--- src/verilog/cpds_pkg.sv ---
package cpds_pkg;
  localparam int unsigned CLK_PERIOD_NS = 40;
  // reset hold before the core output clamp rises, in core clock cycles
  localparam int unsigned RESET_HOLD_CYCLES = 8;
  localparam logic [3:0] RESET_HOLD_LAST = 4'(RESET_HOLD_CYCLES - 1);
  // supply settle, a guess: time for a switch to ramp, in ns
  localparam int unsigned SUPPLY_SETTLE_NS = 1000;
  localparam int unsigned SUPPLY_SETTLE_CYCLES =
    (SUPPLY_SETTLE_NS + CLK_PERIOD_NS - 1) / CLK_PERIOD_NS;
  localparam logic [7:0] SUPPLY_SETTLE_LAST = 8'(SUPPLY_SETTLE_CYCLES - 1);
  localparam logic [7:0] COUNT_ZERO = 8'h00;
  localparam logic [7:0] COUNT_ONE = 8'h01;

  typedef enum logic [3:0] {
    CPDS_ON = 4'h0,
    CPDS_REQ_DEBUG = 4'h1,
    CPDS_WAIT_ACK = 4'h2,
    CPDS_HOLD_RESET = 4'h3,
    CPDS_CLAMP = 4'h4,
    CPDS_SUPPLY_OFF = 4'h5,
    CPDS_OFF = 4'h6,
    CPDS_SUPPLY_ON = 4'h7,
    CPDS_UNCLAMP = 4'h8,
    CPDS_RELEASE_DEBUG = 4'h9,
    CPDS_RELEASE_RESET = 4'ha
  } cpds_state_type;
endpackage

--- src/verilog/cpds_sequencer.sv ---
`timescale 1ns/1ps
module cpds_sequencer (
  input wire logic i_clk, // core clock, 25 MHz
  input wire logic i_resetn, // async reset, active low
  input wire logic i_power_down, // pulse: start power-down
  input wire logic i_power_up, // pulse: start power-up from off
  input wire logic i_core_only, // with power-up: leave vector unit off
  input wire logic i_retain_l1d, // keep l1 data cache across cycle
  input wire logic i_retain_l2, // keep l2 cache across cycle
  input wire logic i_l2_zero_size, // l2 configured as zero size
  input wire logic i_cache_clamp_release, // pulse: software asks to free RAM clamps
  input wire logic i_debug_powerdown_acknowledge, // pin from processor
  input wire logic i_trace_powerdown_acknowledge, // pin from processor, unused
  output logic o_debug_powerdown_request, // to processor
  output logic o_trace_powerdown_request, // to processor, tied low
  output logic o_core_reset_n, // core reset, active low
  output logic o_vector_unit_reset_n, // vector unit reset, active low
  output logic o_power_on_reset_n, // power-on reset, active low
  output logic o_core_output_clamp, // core output clamp
  output logic o_vector_unit_output_clamp, // vector unit output clamp
  output logic o_core_supply_on, // core domain supply switch
  output logic o_vector_unit_supply_on, // vector domain supply switch
  output logic o_l1d_reset_inhibit, // l1 data cache reset inhibit
  output logic o_l2_reset_inhibit, // l2 cache reset inhibit
  output logic o_l1d_ram_clamp, // retained l1 data RAM input clamp
  output logic o_l2_ram_clamp, // retained l2 RAM input clamp
  output logic o_cache_clamp_released, // level: RAM clamps are free
  output logic o_busy, // sequence in progress
  output cpds_pkg::cpds_state_type o_state // current step
);
  import cpds_pkg::*;

  cpds_state_type state, next_state;
  logic [7:0] count, next_count;
  logic ack;
  logic vector_off;
  logic l1d_keep, l2_keep;
  logic debug_req, core_rst, vec_rst, por_rst;
  logic core_clamp, vec_clamp, core_sup, vec_sup;
  logic l1d_inh, l2_inh, l1d_clamp, l2_clamp;

  // ack comes from the processor's domain, so it passes two flops first
  cpds_sync u_ack_sync (
    .i_clk(i_clk),
    .i_resetn(i_resetn),
    .i_async(i_debug_powerdown_acknowledge),
    .o_sync(ack)
  );

  wire count_done = (count == COUNT_ZERO);
  // l1d retention only legal with l2 retained or zero-size l2
  wire l1d_allowed = i_retain_l1d && (i_retain_l2 || i_l2_zero_size);
  wire start_down = (state == CPDS_ON) && i_power_down;
  wire start_up = (state == CPDS_OFF) && i_power_up;

  always_comb begin
    next_state = state;
    next_count = (count == COUNT_ZERO) ? COUNT_ZERO : 8'(count - COUNT_ONE);
    unique case (state)
      CPDS_ON: begin
        if (i_power_down) begin
          next_state = CPDS_REQ_DEBUG;
        end
      end
      CPDS_REQ_DEBUG: begin
        // an ack left high by the last cycle must fall before a new request
        if (!ack) begin
          next_state = CPDS_WAIT_ACK;
        end
      end
      CPDS_WAIT_ACK: begin
        if (ack) begin
          next_state = CPDS_HOLD_RESET;
          next_count = 8'(RESET_HOLD_LAST);
        end
      end
      CPDS_HOLD_RESET: begin
        if (count_done) begin
          next_state = CPDS_CLAMP;
        end
      end
      CPDS_CLAMP: begin
        next_state = CPDS_SUPPLY_OFF;
        next_count = SUPPLY_SETTLE_LAST;
      end
      CPDS_SUPPLY_OFF: begin
        if (count_done) begin
          next_state = CPDS_OFF;
        end
      end
      CPDS_OFF: begin
        if (i_power_up) begin
          next_state = CPDS_SUPPLY_ON;
          next_count = SUPPLY_SETTLE_LAST;
        end
      end
      CPDS_SUPPLY_ON: begin
        if (count_done) begin
          next_state = CPDS_UNCLAMP;
        end
      end
      CPDS_UNCLAMP: begin
        next_state = CPDS_RELEASE_DEBUG;
      end
      CPDS_RELEASE_DEBUG: begin
        next_state = CPDS_RELEASE_RESET;
      end
      CPDS_RELEASE_RESET: begin
        next_state = CPDS_ON;
      end
      default: begin
        next_state = CPDS_ON;
      end
    endcase
  end

  // step-wise outputs; every output flop is loaded from next_state, so it changes together with its state
  wire in_down = (state == CPDS_WAIT_ACK) || (state == CPDS_HOLD_RESET) ||
                 (state == CPDS_CLAMP) || (state == CPDS_SUPPLY_OFF) || (state == CPDS_OFF);
  // request waits out a stale ack, and drops one step before the resets release
  wire next_debug_req = (next_state != CPDS_ON) && (next_state != CPDS_REQ_DEBUG) &&
                        (next_state != CPDS_RELEASE_DEBUG) &&
                        (next_state != CPDS_RELEASE_RESET);
  // resets held from ack until release, across every supply change
  wire next_resets_held = (next_state == CPDS_HOLD_RESET) || (next_state == CPDS_CLAMP) ||
                          (next_state == CPDS_SUPPLY_OFF) || (next_state == CPDS_OFF) ||
                          (next_state == CPDS_SUPPLY_ON) || (next_state == CPDS_UNCLAMP) ||
                          (next_state == CPDS_RELEASE_DEBUG);
  wire next_clamps_on = (next_state == CPDS_CLAMP) || (next_state == CPDS_SUPPLY_OFF) ||
                        (next_state == CPDS_OFF) || (next_state == CPDS_SUPPLY_ON);
  wire next_supply_off = (next_state == CPDS_SUPPLY_OFF) || (next_state == CPDS_OFF);
  // vector domain stays off until a full power-up, never switched on unsequenced
  wire next_vector_off = start_up ? i_core_only : vector_off;

  always_ff @(posedge i_clk or negedge i_resetn) begin
    if (!i_resetn) begin
      state <= CPDS_ON;
      count <= COUNT_ZERO;
      vector_off <= 1'b0;
    end else begin
      state <= next_state;
      count <= next_count;
      vector_off <= next_vector_off;
    end
  end

  always_ff @(posedge i_clk or negedge i_resetn) begin
    if (!i_resetn) begin
      debug_req <= 1'b0;
      core_rst <= 1'b0;
      vec_rst <= 1'b0;
      por_rst <= 1'b0;
      core_clamp <= 1'b0;
      vec_clamp <= 1'b0;
      core_sup <= 1'b1;
      vec_sup <= 1'b1;
    end else begin
      debug_req <= next_debug_req;
      core_rst <= next_resets_held;
      // vector reset and clamp stay on after a core-only power-up
      vec_rst <= next_resets_held || next_vector_off;
      por_rst <= next_resets_held;
      core_clamp <= next_clamps_on;
      vec_clamp <= next_clamps_on || (next_vector_off && (next_state != CPDS_ON || vector_off)) ||
                   (next_vector_off && next_state == CPDS_ON);
      core_sup <= !next_supply_off;
      vec_sup <= !next_supply_off && !next_vector_off;
    end
  end

  // cache retention: inhibits latched at power-down start, before any reset
  always_ff @(posedge i_clk or negedge i_resetn) begin
    if (!i_resetn) begin
      l1d_keep <= 1'b0;
      l2_keep <= 1'b0;
      l1d_inh <= 1'b0;
      l2_inh <= 1'b0;
      l1d_clamp <= 1'b0;
      l2_clamp <= 1'b0;
    end else begin
      if (start_down) begin
        l1d_keep <= l1d_allowed;
        l2_keep <= i_retain_l2 && !i_l2_zero_size;
        l1d_inh <= l1d_allowed;
        l2_inh <= i_retain_l2 && !i_l2_zero_size;
        l1d_clamp <= l1d_allowed;
        l2_clamp <= i_retain_l2 && !i_l2_zero_size;
      end else if ((state == CPDS_ON) && i_cache_clamp_release) begin
        // clamps stay on after power-up until software asks
        l1d_clamp <= 1'b0;
        l2_clamp <= 1'b0;
        l1d_inh <= 1'b0;
        l2_inh <= 1'b0;
        l1d_keep <= 1'b0;
        l2_keep <= 1'b0;
      end
    end
  end

  assign o_debug_powerdown_request = debug_req;
  assign o_trace_powerdown_request = 1'b0;
  assign o_core_reset_n = !core_rst;
  assign o_vector_unit_reset_n = !vec_rst;
  assign o_power_on_reset_n = !por_rst;
  assign o_core_output_clamp = core_clamp;
  assign o_vector_unit_output_clamp = vec_clamp;
  assign o_core_supply_on = core_sup;
  assign o_vector_unit_supply_on = vec_sup;
  assign o_l1d_reset_inhibit = l1d_inh;
  assign o_l2_reset_inhibit = l2_inh;
  assign o_l1d_ram_clamp = l1d_clamp;
  assign o_l2_ram_clamp = l2_clamp;
  assign o_cache_clamp_released = !l1d_clamp && !l2_clamp && !(l1d_keep || l2_keep);
  assign o_busy = (state != CPDS_ON) && (state != CPDS_OFF);
  assign o_state = state;

  a_clamp_after_hold: assert property (@(posedge i_clk)
    disable iff (!i_resetn) $rose(core_clamp) |-> $past(core_rst, RESET_HOLD_CYCLES) &&
      $past(por_rst, RESET_HOLD_CYCLES) && $past(vec_rst, RESET_HOLD_CYCLES))
    else $error("clamp raised before eight-cycle reset hold");
  a_clamp_both: assert property (@(posedge i_clk)
    disable iff (!i_resetn) $rose(core_clamp) |-> vec_clamp && core_sup)
    else $error("clamps not raised together before supply off");
  a_supply_off_clamped: assert property (@(posedge i_clk)
    disable iff (!i_resetn) !core_sup |-> core_clamp && vec_clamp)
    else $error("supply off without both clamps");
  a_reset_in_transition: assert property (@(posedge i_clk)
    disable iff (!i_resetn) ((core_sup != $past(core_sup)) || (vec_sup != $past(vec_sup)))
      |-> core_rst && por_rst && vec_rst)
    else $error("supply changed without resets held");
  a_unclamp_before_debug: assert property (@(posedge i_clk)
    disable iff (!i_resetn) $fell(debug_req) |-> !core_clamp && !$past(core_clamp))
    else $error("debug request dropped with core clamp on");
  a_ack_before_reset: assert property (@(posedge i_clk)
    disable iff (!i_resetn) $rose(core_rst) |-> $past(ack) && debug_req)
    else $error("reset raised before acknowledge");
  a_core_only_vector: assert property (@(posedge i_clk)
    disable iff (!i_resetn) vector_off && (state == CPDS_ON) |-> vec_rst && vec_clamp && !vec_sup)
    else $error("vector unit released in core-only mode");
  a_inhibit_first: assert property (@(posedge i_clk)
    disable iff (!i_resetn) $rose(core_rst) |-> (l2_inh == l2_keep) && $stable(l2_inh))
    else $error("l2 inhibit not set before reset");
  a_trace_low: assert property (@(posedge i_clk)
    disable iff (!i_resetn) !o_trace_powerdown_request)
    else $error("trace request not low");

  // ordering checks for the handshake, the clamps and the vector domain
  a_request_held: assert property (@(posedge i_clk)
    disable iff (!i_resetn) in_down |-> debug_req)
    else $error("debug request low during power-down");
  a_fresh_ack: assert property (@(posedge i_clk)
    disable iff (!i_resetn) $rose(debug_req) |-> !$past(ack))
    else $error("debug request raised while old ack still high");
  a_debug_before_release: assert property (@(posedge i_clk)
    disable iff (!i_resetn) $fell(por_rst) |-> !debug_req && !$past(debug_req))
    else $error("resets released before debug request dropped");
  a_vector_off_safe: assert property (@(posedge i_clk)
    disable iff (!i_resetn) !vec_sup |-> vec_clamp && vec_rst)
    else $error("vector supply off without clamp and reset");
  a_supply_on_reset: assert property (@(posedge i_clk)
    disable iff (!i_resetn) $rose(core_sup) |-> core_rst && por_rst && vec_rst)
    else $error("supply restored without resets held");
  a_inhibit_steady: assert property (@(posedge i_clk)
    disable iff (!i_resetn) (state != CPDS_ON) && ($past(state) != CPDS_ON)
      |-> $stable(l1d_inh) && $stable(l2_inh))
    else $error("reset inhibit changed during a sequence");
  a_hold_resets: assert property (@(posedge i_clk)
    disable iff (!i_resetn) (state == CPDS_HOLD_RESET) |-> core_rst && vec_rst && por_rst)
    else $error("reset not held during hold count");
  a_core_only_unclamp: assert property (@(posedge i_clk)
    disable iff (!i_resetn) (state == CPDS_UNCLAMP) && vector_off
      |-> !core_clamp && vec_clamp && debug_req)
    else $error("core-only unclamp step wrong");
  a_full_unclamp: assert property (@(posedge i_clk)
    disable iff (!i_resetn) (state == CPDS_UNCLAMP) && !vector_off
      |-> !core_clamp && !vec_clamp && debug_req)
    else $error("full power-up unclamp step wrong");
  a_unclamp_after_supply: assert property (@(posedge i_clk)
    disable iff (!i_resetn) $fell(core_clamp) |-> core_sup && $past(core_sup))
    else $error("clamp released before supply restored");
  a_core_only_supply: assert property (@(posedge i_clk)
    disable iff (!i_resetn) $rose(core_sup) && vector_off |-> !vec_sup)
    else $error("vector supply restored in core-only power-up");
  a_clamp_from_hold: assert property (@(posedge i_clk)
    disable iff (!i_resetn) $rose(core_clamp) |-> $past(state) == CPDS_HOLD_RESET)
    else $error("clamp raised outside the hold step");
endmodule

--- src/verilog/cpds_sync.sv ---
`timescale 1ns/1ps
// two-flop synchroniser for one pin level
module cpds_sync (
  input wire logic i_clk, // core clock
  input wire logic i_resetn, // async reset, active low
  input wire logic i_async, // pin level from outside
  output logic o_sync // synchronised level
);
  logic meta;

  always_ff @(posedge i_clk or negedge i_resetn) begin
    if (!i_resetn) begin
      meta <= 1'b0;
      o_sync <= 1'b0;
    end else begin
      meta <= i_async;
      o_sync <= meta;
    end
  end
endmodule
--- config.mk ---
export PLATFORM = sky130hd
export DESIGN_NAME = cpds_sequencer
export DESIGN_NICKNAME = d
export VERILOG_FILES = /design/src/verilog/cpds_pkg.sv /design/src/verilog/cpds_sequencer.sv /design/src/verilog/cpds_sync.sv
export SDC_FILE = /design/constraint.sdc
export NUM_CORES = 1
export LEC_CHECK = 0
export ABC_AREA = 1
export BUFFER_PORTS_ARGS = -buffer_cell sky130_fd_sc_hd__buf_2
export CORE_AREA = 5 5 64 66
export CTS_BUF_LIST = sky130_fd_sc_hd__clkbuf_4 sky130_fd_sc_hd__clkbuf_8
export CTS_CLUSTER_DIAMETER = 100
export DETAILED_ROUTE_END_ITERATION = 6
export DIE_AREA = 0 0 69 71
export HOLD_SLACK_MARGIN = 0.12
export PLACE_DENSITY = 0.58
export SYNTH_ARGS = -nofsm -noshare
export SYNTH_HDL_FRONTEND = slang
export SYNTH_SLANG_ARGS = --single-unit
--- constraint.sdc ---
create_clock -name i_clk -period 3.75 [get_ports i_clk]
set_input_delay 0.75 -clock i_clk [delete_from_list [all_inputs] [get_ports i_clk]]
set_output_delay 0.75 -clock i_clk [all_outputs]
set_load 0.03 [all_outputs]
==> flow_summary_export.csv <==
group,metric,value,unit
route,first_pass_iters,4,
clock_tree,cts-resized-gates,0,
worst_setup_path,required,3000,ps
logic_synthesis,netlist.area_leader.share,41.12,%
global_route,grtUsageTotal,11.70,%
logic_synthesis,async_flop_share,100.0,%
route,ant_nets,0,
route,first_iter_violations,38,
timing,setup_viol,0,
run_status,status,"finished clean",
timing,fin_crit_sh,61.19,%
route,route.met3.wl,118,µm
worst_setup_path,slowest_delay,470,ps
pwr,internal_power,687.9,µW
floorplanning,ios,30,
floorplanning,fp.dieW,69,µm
global_route,grt_first_pass_wirelength,4.678,mm
logic_synthesis,synth_area_leaders,"dfrtp_1 (41%), nand2_1 (7.6%), nor2_1 (6.7%)",
route,routed-wl-met2,1.303,mm
worst_setup_path,startpoint_type,"flip-flop",
worst_hold_path,holdPathEnd,"u_ack_sync.o_sync",
clock_tree,cts_hold_buf,0,
clock_tree,cts.sinks,24,
worst_setup_path,arrival,1540,ps
timing,slew_headroom,64.42,%
floorplanning,fp.dieH,71,µm
logic_synthesis,syn_area,1339,µm²
worst_setup_path,path_class,"flip-flop to primary output",
final_layout,diodes,0,
final_layout,syn2layout_area_growth,15.05,%
floorplanning,die-area,4899,µm²
logic_synthesis,avgSynthCellArea,8.017,µm²
timing,worst_pin_slew,533.7,ps
timing,fin_ws,1456,ps
worst_setup_path,cp_num_buf_inv,2,
final_layout,multiInputGateArea,613.1,µm²
worst_setup_path,critPathTopFamily,"flip-flops",
worst_hold_path,hold_depth,0,
global_route,first_global_vias,1070,
worst_hold_path,min_from,"u_ack_sync.meta",
worst_setup_path,crit_chain,"inv_1 -> nand2_1 -> nor2_1 -> nor2_1 -> buf_2",
logic_synthesis,synth_flop_cell,"dfrtp_1",
route,top_layer,"met4",
route,wl_met1,1.243,mm
timing,fin_skew,13.57,ps
final_layout,final_nets,207,
timing,layout_min_cycle_time,2295,ps
worst_setup_path,worstSetupStartpoint,"o_state[2]",
timing,fin_tns_setup,0,ps
logic_synthesis,yosys.area.top_type,"dfrtp_1",
global_route,antenna_found_initial,0,
clock_tree,cts_setup_buffers,0,
final_layout,stdcell_count,242,
pwr,combinationalPowerShare,58.6,%
floorplanning,core-area,3523,µm²
pwr,leakagePower,0.8219,nW
timing,grt_setup_unrepaired,"no",
clock_tree,path_clk_slew,140,ps
route,wire_per_inst,11.14,µm
placement,gp_congestion,0.7985,
global_route,grt_start_max_net_pins,25,
placement,place_inst,238,
floorplanning,start_util,38.00,%
logic_synthesis,syn-num-nets,179,
worst_setup_path,reg2reg_depth,11,
logic_synthesis,ys_seq_elements,24,
run,drv_cap,0,
clock_tree,cts_buffers,3,
pwr,p_switching,727.4,µW
pwr,seqPwrFrac,31.8,%
logic_synthesis,syn_inst,167,
route,vias,1079,
timing,hold_viol_final,0,
placement,hpwlAfterDp,2.187,mm
logic_synthesis,synth_most_common_cell,"nand2_1",
clock_tree,cts_buffer_depth,2,
pwr,power_switching_share,51.40,%
final_layout,post-route-cell-area,1540,µm²
clock_tree,clkLatencyLatePin,320,ps
route,wl,2.695,mm
placement,place_area,1504,µm²
pwr,power.total,1.415,mW
pwr,p_clk_share,9.6,%
worst_setup_path,crit_path_frequent_cell,"nor2_1",
worst_setup_path,rrSetupSlack,2010,ps
placement,dp_slack,1809,ps
logic_synthesis,synth_edf_count,0,
route,post-route-drc-count,0,
pwr,peakVddDrop,0.4141,mV
worst_setup_path,cpMaxStageDelayCell,"dfrtp_1",
floorplanning,rows,22,
worst_setup_path,worstSetupEndpointType,"primary output",
logic_synthesis,synth.distinct_cells,30,
worst_setup_path,worstReg2RegEnd,"vec_rst",
worst_setup_path,r2r-start,"count[0]",
global_route,grt-ovfl-total,0,
clock_tree,cts-htree-levels,1,
final_layout,regArea,603.1,µm²
logic_synthesis,ys_seq_area_share,45.05,%
timing,slew_viol_final,0,
logic_synthesis,ys_warn_count,0,
placement,io_buffers,27,
route,via_per_inst,4.459,
pwr,powerDensity,918.9,nW/µm²
final_layout,nFillCells,382,
timing,fmax,0.4358,GHz
final_layout,drive_gt1_share,32.47,%
clock_tree,cts_root_buf,"clkbuf_4",
clock_tree,cts_tree,"built",
worst_setup_path,critPathMaxFanout,6,
logic_synthesis,synth_commonest_cells,"nand2_1 (27), nor2_1 (24), dfrtp_1 (22), inv_1 (18), o21ai_0 (11)",
worst_hold_path,min_path_type,"flip-flop to flip-flop",
metrics by stage:
step                      hold WS (ps)  util, %
final                            380.7    43.71
after global routing             400.7    43.71
after CTS                        387.1    43.71
after detailed placement         355.1    42.68
after floorplan                  331.2        -
after global placement           332.4    42.68
layout make-up:
| class | count | share of cell area [%] |
|---|---|---|
| multi-input combinational | 115 | 39.80 |
| sequential | 24 | 39.16 |
| timing repair buffer | 27 | 8.773 |
| inverter | 24 | 6.011 |
| tap | 48 | 3.899 |
| clock buffer | 4 | 2.356 |
cells in the final DEF, fill, tap and decap left out, types with 3 or more instances in the layout:
| master | instances |
|---|---|
| nand3_1 | 8 |
| dfrtp_1 | 22 |
| clkbuf_4 | 3 |
| inv_1 | 18 |
| buf_2 | 27 |
| nand2_1 | 27 |
| nor3_1 | 4 |
| nor2_2 | 4 |
| nand2_2 | 10 |
| nand2_4 | 3 |
| a21oi_1 | 6 |
| nor2_1 | 24 |
| inv_2 | 5 |
| o21ai_0 | 11 |
power by group through the flow:
stage | clock (mW) | sequential (mW) | combinational, mW
2_1_floorplan | 0 | 0.540 | 0.571
3_3_place_gp | 0 | 0.454 | 0.826
3_5_place_dp | 0 | 0.456 | 0.839
4_1_cts | 0.142 | 0.451 | 0.842
5_1_grt | 0.151 | 0.467 | 0.926
6_report | 0.135 | 0.450 | 0.830
how the worst max path moves through the flow:
stage                         to  depth (start not counted)  slack (ps)
after floorplan           o_busy                          4        1680
after global placement    o_busy                          5        1840
after detailed placement  o_busy                          5        1810
after CTS                 o_busy                          5        1440
after global routing      o_busy                          5        1380
final                     o_busy                          5        1460
cells by family (layout without fill, tap and decap cells):
| group | after synthesis | after routing | share of synthesized area [%] |
|---|---|---|---|
| fa+ha+maj | 1 | 1 | 0.9344 |
| flops | 24 | 24 | 45.05 |
| compound gates | 26 | 26 | 11.22 |
| other cells | 1 | 1 | 0.2801 |
| buf+inv | 28 | 55 | 9.159 |
| simple gates | 86 | 86 | 32.71 |
| xor+xnor | 1 | 1 | 0.6543 |
metal layers:
layer | global-route usage, % | vias up
met3 | 2.841 | 4
met2 | 19.70 | 20
met1 | 14.71 | 480
li1 | - | 575
met5 | 0 | -
met4 | 3.905 | 0
worst reg2reg max path: stages, from the launching register on:
cell     delay, ps
dfrtp_1        380
inv_1          100
ha_1           260
nand2_2        120
nor2_8         190
inv_2           90
nand2_1         80
nand3_2        110
nand2_1         90
nand2_1         50
nand2_1         90
nand2_1         50
state kept, by name (all words and copies together), names as in the netlist:
| register | count |
|---|---|
| u_ack_sync.meta | 1 |
| u_ack_sync.o_sync | 1 |
| vec_rst | 1 |
| count | 8 |
| por_rst | 1 |
| o_core_supply_on | 1 |
| o_vector_unit_supply_on | 1 |
| o_l2_reset_inhibit | 1 |
| o_vector_unit_output_clamp | 1 |
| o_state | 4 |
| o_l1d_ram_clamp | 1 |
| vector_off | 1 |
| o_debug_powerdown_request | 1 |
| o_core_output_clamp | 1 |
No activity file was read; power rests on OpenSTA's default activity.
